**config.mk**
```make
export PLATFORM = sky130hd
export DESIGN_NAME = fbr_host
export DESIGN_NICKNAME = d
export VERILOG_FILES = /design/src/fbr_pkg.sv /design/src/fbr_host.sv
export SDC_FILE = /design/constraint.sdc
export NUM_CORES = 1
export LEC_CHECK = 0
export ABC_AREA = 1
export BUFFER_PORTS_ARGS = -buffer_cell sky130_fd_sc_hd__buf_2
export CORE_UTILIZATION = 57
export DETAILED_ROUTE_END_ITERATION = 10
export PLACE_DENSITY_LB_ADDON = 0.05
export SLEW_MARGIN = 10
export SYNTH_ARGS = -nofsm -noshare
export SYNTH_HDL_FRONTEND = slang
export SYNTH_SLANG_ARGS = --single-unit
```
**constraint.sdc**
```tcl
create_clock -name clock -period 4.8 [get_ports clock]
set_input_delay 0.96 -clock clock [delete_from_list [all_inputs] [get_ports clock]]
set_output_delay 0.96 -clock clock [all_outputs]
set_load 0.01 [all_outputs]
```
**src/fbr_pkg.sv**
```systemverilog
// Package for the flash bus controller: pin bundles, command codes and timing counts.
package fbr_pkg;

   // Clock period in picoseconds, 10 MHz.
   localparam int CLK_PERIOD_PS = 100000;

   // Reset pulse least width, in ns.
   localparam int RESET_PULSE_MIN_NS = 100;
   localparam int RESET_PULSE_CYC_RAW = (RESET_PULSE_MIN_NS * 1000 + CLK_PERIOD_PS - 1) / CLK_PERIOD_PS;
   localparam int RESET_PULSE_CYC = (RESET_PULSE_CYC_RAW < 1) ? 1 : RESET_PULSE_CYC_RAW;

   // Reset completion when idle, in ns; the host waits at least this long.
   localparam int RESET_DONE_NS = 100;
   localparam int RESET_DONE_CYC_RAW = (RESET_DONE_NS * 1000 + CLK_PERIOD_PS - 1) / CLK_PERIOD_PS;
   localparam int RESET_DONE_CYC = (RESET_DONE_CYC_RAW < 1) ? 1 : RESET_DONE_CYC_RAW;

   // Abort shutdown times, in us, for an erase and for a program.
   localparam int ABORT_ERASE_US = 22;
   localparam int ABORT_PROG_US = 12;
   localparam int ABORT_ERASE_CYC = (ABORT_ERASE_US * 1000000 + CLK_PERIOD_PS - 1) / CLK_PERIOD_PS;
   localparam int ABORT_PROG_CYC = (ABORT_PROG_US * 1000000 + CLK_PERIOD_PS - 1) / CLK_PERIOD_PS;

   // Recovery intervals after reset release, in ns (values not given; plain defaults).
   localparam int READ_RECOVERY_NS = 150;
   localparam int WRITE_RECOVERY_NS = 1000;
   localparam int READ_RECOVERY_CYC = (READ_RECOVERY_NS * 1000 + CLK_PERIOD_PS - 1) / CLK_PERIOD_PS;
   localparam int WRITE_RECOVERY_CYC = (WRITE_RECOVERY_NS * 1000 + CLK_PERIOD_PS - 1) / CLK_PERIOD_PS;

   // Strobe phase lengths of one bus cycle, in clocks.
   localparam int SETUP_CYC = 1;
   localparam int STROBE_CYC = 2;
   localparam int HOLD_CYC = 1;

   // Read-array command and idle-status value.
   localparam logic [15:0] CMD_READ_ARRAY = 16'h00ff;
   localparam logic [7:0] STATUS_AFTER_RESET = 8'h80;

   // Width of the shared counter.
   localparam int CNT_W = 10;

   // Host request kinds.
   typedef enum logic [1:0] {
      FBR_OP_READ = 2'b00,
      FBR_OP_WRITE = 2'b01,
      FBR_OP_RESET = 2'b10
   } fbr_op_t;

   // Request bundle from the user side.
   typedef struct packed {
      fbr_op_t op;
      logic [21:0] addr;
      logic [15:0] data;
      logic abortErase;
   } fbr_req_t;

   // Control strobes to the flash, all active low.
   typedef struct packed {
      logic resetPowerdown_n;
      logic chipEnable_n;
      logic outputEnable_n;
      logic writeEnable_n;
   } fbr_ctl_t;

endpackage : fbr_pkg

```
**src/fbr_host.sv**
```systemverilog
// Host-side controller that drives an asynchronous NOR flash through its bus pins.
`timescale 1ns/1ps
module fbr_host (
   input wire logic clock,
   input wire logic sys_rst,
   input wire logic reqValid,
   input wire fbr_pkg::fbr_req_t req,
   output logic reqReady,
   output logic rdValid,
   output logic [15:0] rdData,
   output fbr_pkg::fbr_ctl_t flashCtl,
   output logic [21:0] flashAddr,
   output logic [15:0] flashDataOut,
   output logic flashDataOe_n,
   input wire logic [15:0] flashDataIn
);
   import fbr_pkg::*;

   typedef enum logic [2:0] {
      ST_IDLE = 3'b000,
      ST_SETUP = 3'b001,
      ST_STROBE = 3'b010,
      ST_HOLD = 3'b011,
      ST_RESET = 3'b100
   } fbr_state_t;

   fbr_state_t state;
   fbr_op_t curOp;
   logic [CNT_W-1:0] phaseCnt;
   logic [CNT_W-1:0] readWait;
   logic [CNT_W-1:0] writeWait;
   logic [CNT_W-1:0] next_phaseCnt;

   ////////////////////////////////////////////////////////////////////////////
   // Cycle sequencing.

   // A request is accepted only when the recovery for its kind has elapsed.
   logic canTake;
   always_comb begin
      unique case (req.op)
         FBR_OP_READ: canTake = (readWait == '0);
         FBR_OP_WRITE: canTake = (writeWait == '0);
         default: canTake = 1'b1;
      endcase
   end

   ////////////////////////////////////////////////////////////////////////////
   // Request decode.

   // A request is taken at this edge when the controller is idle and the recovery for its kind has run out.
   logic takeNow;
   assign takeNow = (state == ST_IDLE) && reqValid && canTake;

   // A taken reset request pulls the flash reset pin low from the next cycle on.
   logic takeReset;
   assign takeReset = takeNow && (req.op == FBR_OP_RESET);

   // A taken read or write opens a bus cycle; chip enable falls with the setup phase.
   logic takeCycle;
   assign takeCycle = takeNow && (req.op != FBR_OP_RESET);

   // A taken write turns the data bus round to the host one cycle before write enable falls.
   logic takeWrite;
   assign takeWrite = takeCycle && (req.op == FBR_OP_WRITE);

   // The strobe window spans the setup phase and every strobe cycle but the last.
   // Ending the window one cycle early leaves a full clock of address and data hold
   // after write enable rises, and lets output enable rise before chip enable does.
   logic strobeWindow;
   assign strobeWindow = (state == ST_SETUP) || (state == ST_STROBE && phaseCnt > CNT_W'(1));

   // The reset or abort hold still has cycles left; the pin stays low until the last one.
   logic resetHolding;
   assign resetHolding = (state == ST_RESET) && (phaseCnt > CNT_W'(1));

   // The last strobe cycle of a read, in which the word on the data bus is taken.
   // Output enable is still low at this edge, so the flash is still driving.
   logic readSample;
   assign readSample = (curOp == FBR_OP_READ) && (state == ST_STROBE) && (phaseCnt == CNT_W'(1));

   // Either phase of a bus cycle in which chip enable must be low.
   logic inCycle;
   assign inCycle = (state == ST_SETUP) || (state == ST_STROBE);

   // Phase length loaded on each entry to the setup, strobe, hold or reset state.
   always_comb begin
      next_phaseCnt = '0;
      if (state == ST_IDLE && reqValid && canTake) begin
         if (req.op == FBR_OP_RESET) begin
            if (req.abortErase) begin
               next_phaseCnt = CNT_W'(ABORT_ERASE_CYC);
            end else if (req.data[0]) begin
               next_phaseCnt = CNT_W'(ABORT_PROG_CYC);
            end else begin
               next_phaseCnt = CNT_W'((RESET_PULSE_CYC > RESET_DONE_CYC) ? RESET_PULSE_CYC : RESET_DONE_CYC);
            end
         end else begin
            next_phaseCnt = CNT_W'(SETUP_CYC);
         end
      end else if (state == ST_SETUP) begin
         next_phaseCnt = CNT_W'(STROBE_CYC);
      end else if (state == ST_STROBE) begin
         next_phaseCnt = CNT_W'(HOLD_CYC);
      end
   end

   // State and phase counter.
   // The counter holds the cycles left in the current phase, so every phase ends when it reads one.
   always_ff @(posedge clock or posedge sys_rst) begin
      if (sys_rst) begin
         state <= ST_RESET;
         phaseCnt <= CNT_W'(RESET_PULSE_CYC);
         curOp <= FBR_OP_RESET;
      end else begin
         unique case (state)
            ST_IDLE: begin
               if (reqValid && canTake) begin
                  curOp <= req.op;
                  phaseCnt <= next_phaseCnt;
                  state <= (req.op == FBR_OP_RESET) ? ST_RESET : ST_SETUP;
               end
            end
            ST_SETUP, ST_STROBE: begin
               if (phaseCnt == CNT_W'(1)) begin
                  phaseCnt <= next_phaseCnt;
                  state <= (state == ST_SETUP) ? ST_STROBE : ST_HOLD;
               end else begin
                  phaseCnt <= phaseCnt - CNT_W'(1);
               end
            end
            ST_HOLD, ST_RESET: begin
               if (phaseCnt <= CNT_W'(1)) begin
                  state <= ST_IDLE;
               end else begin
                  phaseCnt <= phaseCnt - CNT_W'(1);
               end
            end
            default: state <= ST_IDLE;
         endcase
      end
   end

   // Recovery counters start from the end of the reset or shutdown hold.
   // They load in the last hold cycle, the same edge at which the reset pin is released.
   // A request of either kind waits in idle until its own counter reaches zero.
   always_ff @(posedge clock or posedge sys_rst) begin
      if (sys_rst) begin
         readWait <= '0;
         writeWait <= '0;
      end else if (state == ST_RESET && phaseCnt <= CNT_W'(1)) begin
         readWait <= CNT_W'(READ_RECOVERY_CYC);
         writeWait <= CNT_W'(WRITE_RECOVERY_CYC);
      end else begin
         if (readWait != '0) readWait <= readWait - CNT_W'(1);
         if (writeWait != '0) writeWait <= writeWait - CNT_W'(1);
      end
   end

   ////////////////////////////////////////////////////////////////////////////
   // Pin drivers.

   // Control strobes follow the state; chip enable is high when idle.
   always_ff @(posedge clock or posedge sys_rst) begin
      if (sys_rst) begin
         flashCtl <= '{resetPowerdown_n: 1'b0, chipEnable_n: 1'b1, outputEnable_n: 1'b1, writeEnable_n: 1'b1};
      end else begin
         flashCtl.resetPowerdown_n <= !takeReset && !resetHolding;
         flashCtl.chipEnable_n <= !(takeCycle || inCycle);
         flashCtl.outputEnable_n <= !(curOp == FBR_OP_READ && strobeWindow);
         flashCtl.writeEnable_n <= !(curOp == FBR_OP_WRITE && strobeWindow);
      end
   end

   // Address and write data held from acceptance through the hold phase.
   // They load only when a bus cycle is taken, so a reset request leaves them as they were.
   always_ff @(posedge clock or posedge sys_rst) begin
      if (sys_rst) begin
         flashAddr <= '0;
         flashDataOut <= '0;
         flashDataOe_n <= 1'b1;
      end else begin
         if (takeCycle) begin
            flashAddr <= req.addr;
            flashDataOut <= req.data;
         end
         flashDataOe_n <= !(takeWrite || (curOp == FBR_OP_WRITE && inCycle));
      end
   end

   // Read data sampled in the last strobe cycle.
   always_ff @(posedge clock or posedge sys_rst) begin
      if (sys_rst) begin
         rdValid <= 1'b0;
         rdData <= '0;
      end else begin
         rdValid <= readSample;
         if (readSample) begin
            rdData <= flashDataIn;
         end
      end
   end

   // Ready is shown in idle whenever no request is taken that cycle, even while recovery holds a waiting request back.
   always_ff @(posedge clock or posedge sys_rst) begin
      if (sys_rst) begin
         reqReady <= 1'b0;
      end else begin
         reqReady <= (state == ST_IDLE) && !(reqValid && canTake);
      end
   end

endmodule : fbr_host

```
==> results of run 1 <==
## path summary, 6_finish.rpt
kind | from | cells after the start | end
max | readWait[0]$_DFFE_PP0P_ | 10 | flashAddr[16]$_DFFE_PP0P_
min | rdData[7]$_DFFE_PP0P_ | 2 | rdData[7]$_DFFE_PP0P_
max reg2reg | readWait[0]$_DFFE_PP0P_ | 10 | flashAddr[16]$_DFFE_PP0P_
min reg2reg | rdData[7]$_DFFE_PP0P_ | 2 | rdData[7]$_DFFE_PP0P_
max in group asynchronous | sys_rst | 3 | flashAddr[14]$_DFFE_PP0P_
min in group asynchronous | sys_rst | 2 | flashDataOut[1]$_DFFE_PP0P_
## metal layers
layer | up-vias | track usage | wire (um) | part of all wire
met5 | - | 0 | 0 | 0
met4 | 0 | 0.0872 | 158 | 0.015
met3 | 14 | 0.0407 | 474 | 0.045
met2 | 111 | 0.463 | 5310 | 0.51
met1 | 1960 | 0.304 | 4530 | 0.43
li1 | 2081 | - | - | -
## area by class of cell
class | instances | area, um^2 | area share
Sequential cell | 96 | 2410 | 0.432
Multi-Input combinational cell | 423 | 1990 | 0.357
Timing Repair Buffer | 121 | 608 | 0.109
Inverter | 65 | 245 | 0.0439
Clock buffer | 10 | 138 | 0.0247
Tap cell | 102 | 128 | 0.0229
Clock inverter | 6 | 60.1 | 0.0108
## synthesized netlist by cell type (all sizes together)
library cell	n
a21oi	7
a31oi	1
and2	1
and3	1
buf	12
clkbuf	1
dfrtp	89
dfstp	7
ha	6
inv	65
nand2	271
nand3	37
nand4	15
nor2	43
nor3	9
nor4	2
o211ai	1
o21ai	16
xnor2	2
xor2	11
## critical path, cell delays in order (launching register included)
cell	delay (ps)
dfrtp_1	390
inv_1	190
ha_1	200
inv_1	70
nor2_1	160
nand4_1	120
nand3_2	110
nand3_2	600
inv_2	770
nand2_1	130
nand2_1	110
## cells in the final DEF, fill, tap and decap left out
cell,count
xor2_1,11
clkinv_2,1
inv_2,14
nor2_8,1
o21ai_0,11
nand3_1,32
nor4_4,1
buf_4,1
clkbuf_8,10
o211ai_1,1
buf_2,120
nand3_2,5
dfrtp_1,89
and3_1,1
xnor2_1,2
inv_1,50
o21ai_1,3
nor2_1,32
nand2_4,1
inv_6,3
nand4_1,14
a31oi_1,1
o21ai_2,2
nor4_1,1
nand2_1,263
a21oi_1,6
ha_1,6
clkinv_8,1
dfstp_2,7
a21oi_4,1
nor2_2,7
nand2_2,7
and2_1,1
clkinv_4,2
nor2_4,3
nand4_2,1
nor3_1,9
## state kept, by name (all words and copies together), names as in the netlist
name,count
curOp,2
flashAddr,22
flashCtl,4
flashDataOe_n,1
flashDataOut,16
phaseCnt,10
rdData,16
rdValid,1
readWait,10
reqReady,1
state,3
writeWait,10
## metrics by stage
| stage | area [um^2] | total power, mW | hold WS (ps) | std cells | setup WS [ps] |
|---|---|---|---|---|---|
| 3_3_place_gp | 5380 | 0.920 | 456 | 807 | 1700 |
| 5_1_grt | 5580 | 1.48 | 509 | 823 | 1510 |
| 6_report | 5580 | 1.43 | 482 | 823 | 1890 |
| 4_1_cts | 5580 | 1.44 | 485 | 823 | 1870 |
| 2_1_floorplan | 4740 | 0.875 | 465 | 597 | 1350 |
| 3_5_place_dp | 5380 | 0.922 | 459 | 807 | 1580 |
## cell families (layout without fill, tap and decap cells)
kind of cell | Yosys count | count (layout) | share of synthesized area
flops | 96 | 96 | 0.509
xor+xnor | 13 | 13 | 0.0240
buf+inv | 78 | 202 | 0.0708
compound gates | 25 | 25 | 0.0312
simple gates | 379 | 379 | 0.349
fa+ha+maj | 6 | 6 | 0.0158
## report_power, final
part	internal, mW	switching [mW]
clock network	0.215	0.308
logic	0.0317	0.0451
registers	0.821	0.00737
==> key figures, run 1 <==
Synth
  – Sequential area share after synthesis: 0.509
  – Ranking of synthesized cells by area: dfrtp_1, nand2_1, inv_1
  – Syn Nets: roughly 660
  – Ys Warns: 0
  – Synthesis-stage register bit count: 96
  – Area fraction of the dominant cell type after synthesis: 0.470
  – Netlist Area Pre-Place: between 4000 and 5000 um^2
  – Mapped Cells: 597
  – Cell taking the most area after synthesis: dfrtp_1
  – Netlist cell types: 34
  – Avg Cell Area, Syn: 7.94 um^2

Clock tree
  – H-tree depth: 3
  – TritonCTS clock tree: built
  – Clock latency at the later pin of the worst-skew pair: between 300 and 400 ps
  – # resized after CTS: 0
  – Cts hold-fix bufs: 0
  – CTS sink cnt: 96
  – Total CTS buffers: 9
  – Clk slew on worst S/H paths: roughly 110 ps
  – Root Buffer: clkbuf_8
  – Post-CTS Setup Bufs: 0
  – CTS max path bufs: 2

Worst setup path
  – Crit path max fanout: 39
  – Setup Crit Path Kind: register to register
  – Req. time, crit path: about 5100 ps
  – Worst reg2reg setup slack: roughly 1900 ps
  – Worst setup SP type: register
  – Critical Path Sink Type: register
  – CP arrival: between 3000 and 4000 ps

Cells and area
  – Core Util, Final: 0.708
  – FILL cells: 661
  – Layout cell share with drive strength beyond 1: 0.261
  – Synth-to-layout area growth: 17.8%
  – Antenna cell count: 0
  – Nets: approximately 780

Run
  – MaxCap Viol Count: 0

STA
  – Max Clock Skew: 17.1 ps
  – RSZ-0062 raised after global routing: no
  – Setup tns final: 0 ps
  – Least-Margin Pin Slew: ~950 ps
  – Max-slew headroom: 0.366
  – Final setup vio count: 0
  – FMAX: 0.343 GHz
  – Final hold vios: 0
  – Share of the clock period used by the worst path: 0.607
  – Max-slew violations: 0
  – Min Tclk post-route: between 2000 and 3000 ps

Routing
  – Vias per cell: between 5 and 6
  – DR WL/cell: ~13 um
  – Routed WL: 10500 um
  – Number of iterations in the first detailed-routing pass: 4
  – Routed Antenna Nets: 0
  – DR iter-0 viols: roughly 180
  – Post-route DRC: 0
  – Via count: 4166

Floorplanning
  – Core box area: roughly 7900 um^2
  – Die Width: between 90 and 100 um
  – IO Count: ~120
  – Initial Util: 0.601
  – Die span in y: between 90 and 100 um
  – Core Rows: 32
  – Die area: between 8000 and 9000 um^2

Power
  – Static Leak: 3.24 nW
  – Power per cell area: roughly 260 nW/um^2
  – Peak supply drop: between 0.15 and 0.2 mV

GRT
  – Vias in the first global route: between 4000 and 5000
  – Antenna violations before repair: 0
  – GRT Residual Overflow: 0
  – GRT Total Usage: 0.254
  – First-pass GRT wire length: between 15000 and 20000 um
  – Pin count of the biggest net entering global routing: 57

Placement
  – Final HPWL DP: ~7600 um
  – PortBufs: 120
  – Routability cong.: between 0.8 and 0.9

Status
  – Status: finished clean

Worst hold path
  – Hold Crit Class: register to register
(Power assumes the default switching activity.)
==> inputs of run 2 (changes only) <==
--- a/config.mk
+++ b/config.mk
@@ -5,9 +5,9 @@
 export SDC_FILE = /design/constraint.sdc
 export NUM_CORES = 1
 export LEC_CHECK = 0
-export ABC_AREA = 1
+export ABC_AREA = 0
 export BUFFER_PORTS_ARGS = -buffer_cell sky130_fd_sc_hd__buf_2
-export CORE_UTILIZATION = 57
+export CORE_UTILIZATION = 47
 export DETAILED_ROUTE_END_ITERATION = 10
 export PLACE_DENSITY_LB_ADDON = 0.05
 export SLEW_MARGIN = 10
==> constraint.sdc (replaced) <==
create_clock -name clock -period 2.4 [get_ports clock]
set_input_delay 0.48 -clock clock [delete_from_list [all_inputs] [get_ports clock]]
set_output_delay 0.48 -clock clock [all_outputs]
set_load 0.01 [all_outputs]
==> run 2 against run 1 <==
  * Via count is 19% lower
  * Synthesized area is 6.3% lower
  * Non-clock buffer count up 15
  * Largest power group unchanged
  * Synthesized cell count decreased by 37%
  * Global-route usage fell by 5.7 points
  * Total power rose to 4.0 times the previous value
  * Final cell count down 23%
  * Clock power grew 99%
  * Cell area is 1.6% lower
  * Die area grew 13%
  * Clock skew decreased by 5.1 ps
  * Flip-flop and latch count did not move
==> key figures, run 2 <==
Worst setup path
  – Req. time, crit path: between 2000 and 3000 ps
  – CP Cell Sequence: inv_1 -> ha_1 -> nor2b_1 -> nand3_4 -> a221oi_2 -> o21a_2 -> o21ai_0 -> a22o_1
  – CP arrival: about 2500 ps
  – Crit path max fanout: 7
  – Family with the most delay on the worst path: compound AO/OA/AOI/OAI gates
  – Setup Crit Path Kind: register to register
  – Max incr delay on CP: roughly 390 ps
  – Worst setup SP type: register
  – Count of buffer and inverter cells on the critical path: 1
  – Critical Path Sink Type: register
  – Slowest cell on crit path: dfrtp_1

STA
  – Least-Margin Pin Slew: between 600 and 700 ps
  – Setup tns final: 0 ps
  – WHS: 185 ps
  – Min Tclk post-route: around 2200 ps
  – Final hold vios: 0
  – Max-slew headroom: 0.594
  – Final setup vio count: 0
  – Share of the clock period used by the worst path: 0.919
  – Max-slew violations: 0
  – FMAX: 0.453 GHz
  – RSZ-0062 raised after global routing: no
  – Max Clock Skew: around 12 ps

Cells and area
  – Layout cell share with drive strength beyond 1: 0.441
  – Most common cell after layout, fill and taps aside: buf_2
  – Reg with most FFs: flashAddr
  – Core Util, Final: 0.597
  – Synth-to-layout area growth: 23.7%
  – Max reg flops: 22
  – Leading cell types in the layout, fill and taps excluded: buf_2, dfrtp_1, mux2_2, nor2_1, nand2_1
  – Non-filler cells, final: 630
  – Antenna cell count: 0
  – Nets: 580
  – Registers with the most flip-flops: flashAddr (22), flashDataOut (16), rdData (16)

Clock tree
  – Total CTS buffers: 9
  – Clk slew on worst S/H paths: approximately 100 ps
  – CTS sink cnt: between 90 and 100
  – TritonCTS clock tree: built
  – H-tree depth: 3
  – Clock latency at the later pin of the worst-skew pair: 360 ps
  – Root Buffer: clkbuf_8
  – CTS max path bufs: 2
  – Post-CTS Setup Bufs: 0

Synth
  – Top-count cell post-synth: dfrtp_1
  – Ys Warns: 0
  – Netlist cell types: 57
  – Ranking of synthesized cells by area: dfrtp_1, mux2_2, dfstp_2
  – EDFF count, synth: 0
  – Ys async rst share: 1.00
  – Mapped Cells: 379
  – Cell taking the most area after synthesis: dfrtp_1
  – Netlist Area Pre-Place: 4440 um^2
  – Top post-synthesis cells by count: dfrtp_1, mux2_2, nor2_1
  – Top_reg_cell synth: dfrtp_1
  – Area fraction of the dominant cell type after synthesis: 0.502
  – Avg Cell Area, Syn: approximately 12 um^2
  – Syn Nets: between 400 and 500
  – Sequential area share after synthesis: 0.543
  – Synthesis-stage register bit count: between 90 and 100

Power
  – Power per cell area: roughly 1000 nW/um^2
  – Peak supply drop: ~0.51 mV
  – Overall power: approximately 5.7 mW
  – Static Leak: between 2 and 3 nW

Routing
  – Number of iterations in the first detailed-routing pass: 4
  – DR iter-0 viols: about 120
  – Via count: roughly 3400
  – Routed Antenna Nets: 0
  – Vias per cell: 5.32
  – DR WL/cell: 14.7 um
  – Post-route DRC: 0
  – Routed WL: between 9000 and 10000 um

GRT
  – Pin count of the biggest net entering global routing: 44
  – GRT Total Usage: 0.197
  – Antenna violations before repair: 0
  – GRT Residual Overflow: 0
  – First-pass GRT wire length: 15300 um
  – Vias in the first global route: ~3300

Placement
  – Final HPWL DP: 6830 um
  – Routability cong.: about 0.84
  – PortBufs: 120
  – Dpl cells: between 600 and 700

Floorplanning
  – Die span in y: ~100 um
  – Die area: ~9800 um^2
  – IO Count: roughly 120
  – Core box area: 9200 um^2
  – Initial Util: 0.483
  – Core Rows: 35
  – Die Width: 99.2 um

Worst hold path
  – Hold Crit Class: primary input to async pin

Status
  – Status: finished clean

Run
  – MaxCap Viol Count: 0
[run 2: cell types whose count changed after synthesis, moves of 7 or more]
cell | before | now
inv_2 | 14 | 0
nor2_1 | 32 | 40
a21oi_1 | 6 | 14
inv_1 | 51 | 12
o21ai_0 | 11 | 18
mux2_4 | 0 | 9
nand2_1 | 263 | 25
nand4_1 | 14 | 1
nand3_1 | 32 | 9
mux2_2 | 0 | 45
nor2_2 | 7 | 0
[run 2: where the power goes]
part           internal, mW  total [mW]  switching, mW
combinational          1.12        2.22           1.10
sequential             2.14        2.46          0.317
clock                 0.430        1.04          0.606
total                  3.69        5.71           2.02
[run 2: layout make-up]
type                    instances  area [um^2]
fillers                       803         3700
flip-flops and latches         96         2410
multi-input cells             259         1930
repair buffers                136          771
well taps                     111          139
clock buffers                  10          138
clock inverters                 6         55.1
inverters                      12         48.8
[run 2: worst paths after layout]
| path | startpoint | end | slack (ps) | cells after the start |
|---|---|---|---|---|
| hold / removal | sys_rst | flashDataOut[1]$_DFFE_PP0P_ | 180 | 2 |
| setup reg to reg | writeWait[0]$_DFFE_PP0P_ | phaseCnt[5]$_DFFE_PP0P_ | 190 | 8 |
| hold reg to reg | phaseCnt[9]$_DFFE_PP0P_ | phaseCnt[9]$_DFFE_PP0P_ | 490 | 1 |
| setup / recovery | writeWait[0]$_DFFE_PP0P_ | phaseCnt[5]$_DFFE_PP0P_ | 190 | 8 |
| max in group asynchronous | sys_rst | flashCtl[1]$_DFF_PP1_ | 1560 | 3 |
| min in group clock | flashDataIn[0] | rdData[0]$_DFFE_PP0P_ | 340 | 2 |
[run 2: cells by family after synthesis]
logic type | after synthesis | share of synthesized area
adders and majority gates | 6 | 0.0169
xor gates and xnor gates | 13 | 0.0256
buffers and inverters | 24 | 0.0259
AOI/OAI and AO/OA | 62 | 0.0944
DFF | 96 | 0.543
muxes | 55 | 0.147
and+or+nand+nor | 123 | 0.147
[run 2: what timing repair did]
| item | CTS | global route |
|---|---|---|
| endpoints found under the setup margin | 0 | 4 |
| resized for setup | 0 | 2 |
| endpoints found under the hold margin | 0 | 0 |
| hold buffers | 0 | 0 |
[run 2: routing by layer]
metal | up-vias | GRT usage | part of all wire
li1 | 1607 | - | -
met1 | 1633 | 0.252 | 0.44
met2 | 97 | 0.325 | 0.49
met3 | 17 | 0.0478 | 0.053
met4 | 0 | 0.0792 | 0.021
met5 | - | 0 | 0
[run 2: metrics by stage]
step	setup slack, ps	cell area (um^2)
after floorplan	300	4440
after global placement	242	5290
after detailed placement	210	5290
after CTS	204	5480
after global routing	14.4	5490
final	195	5490
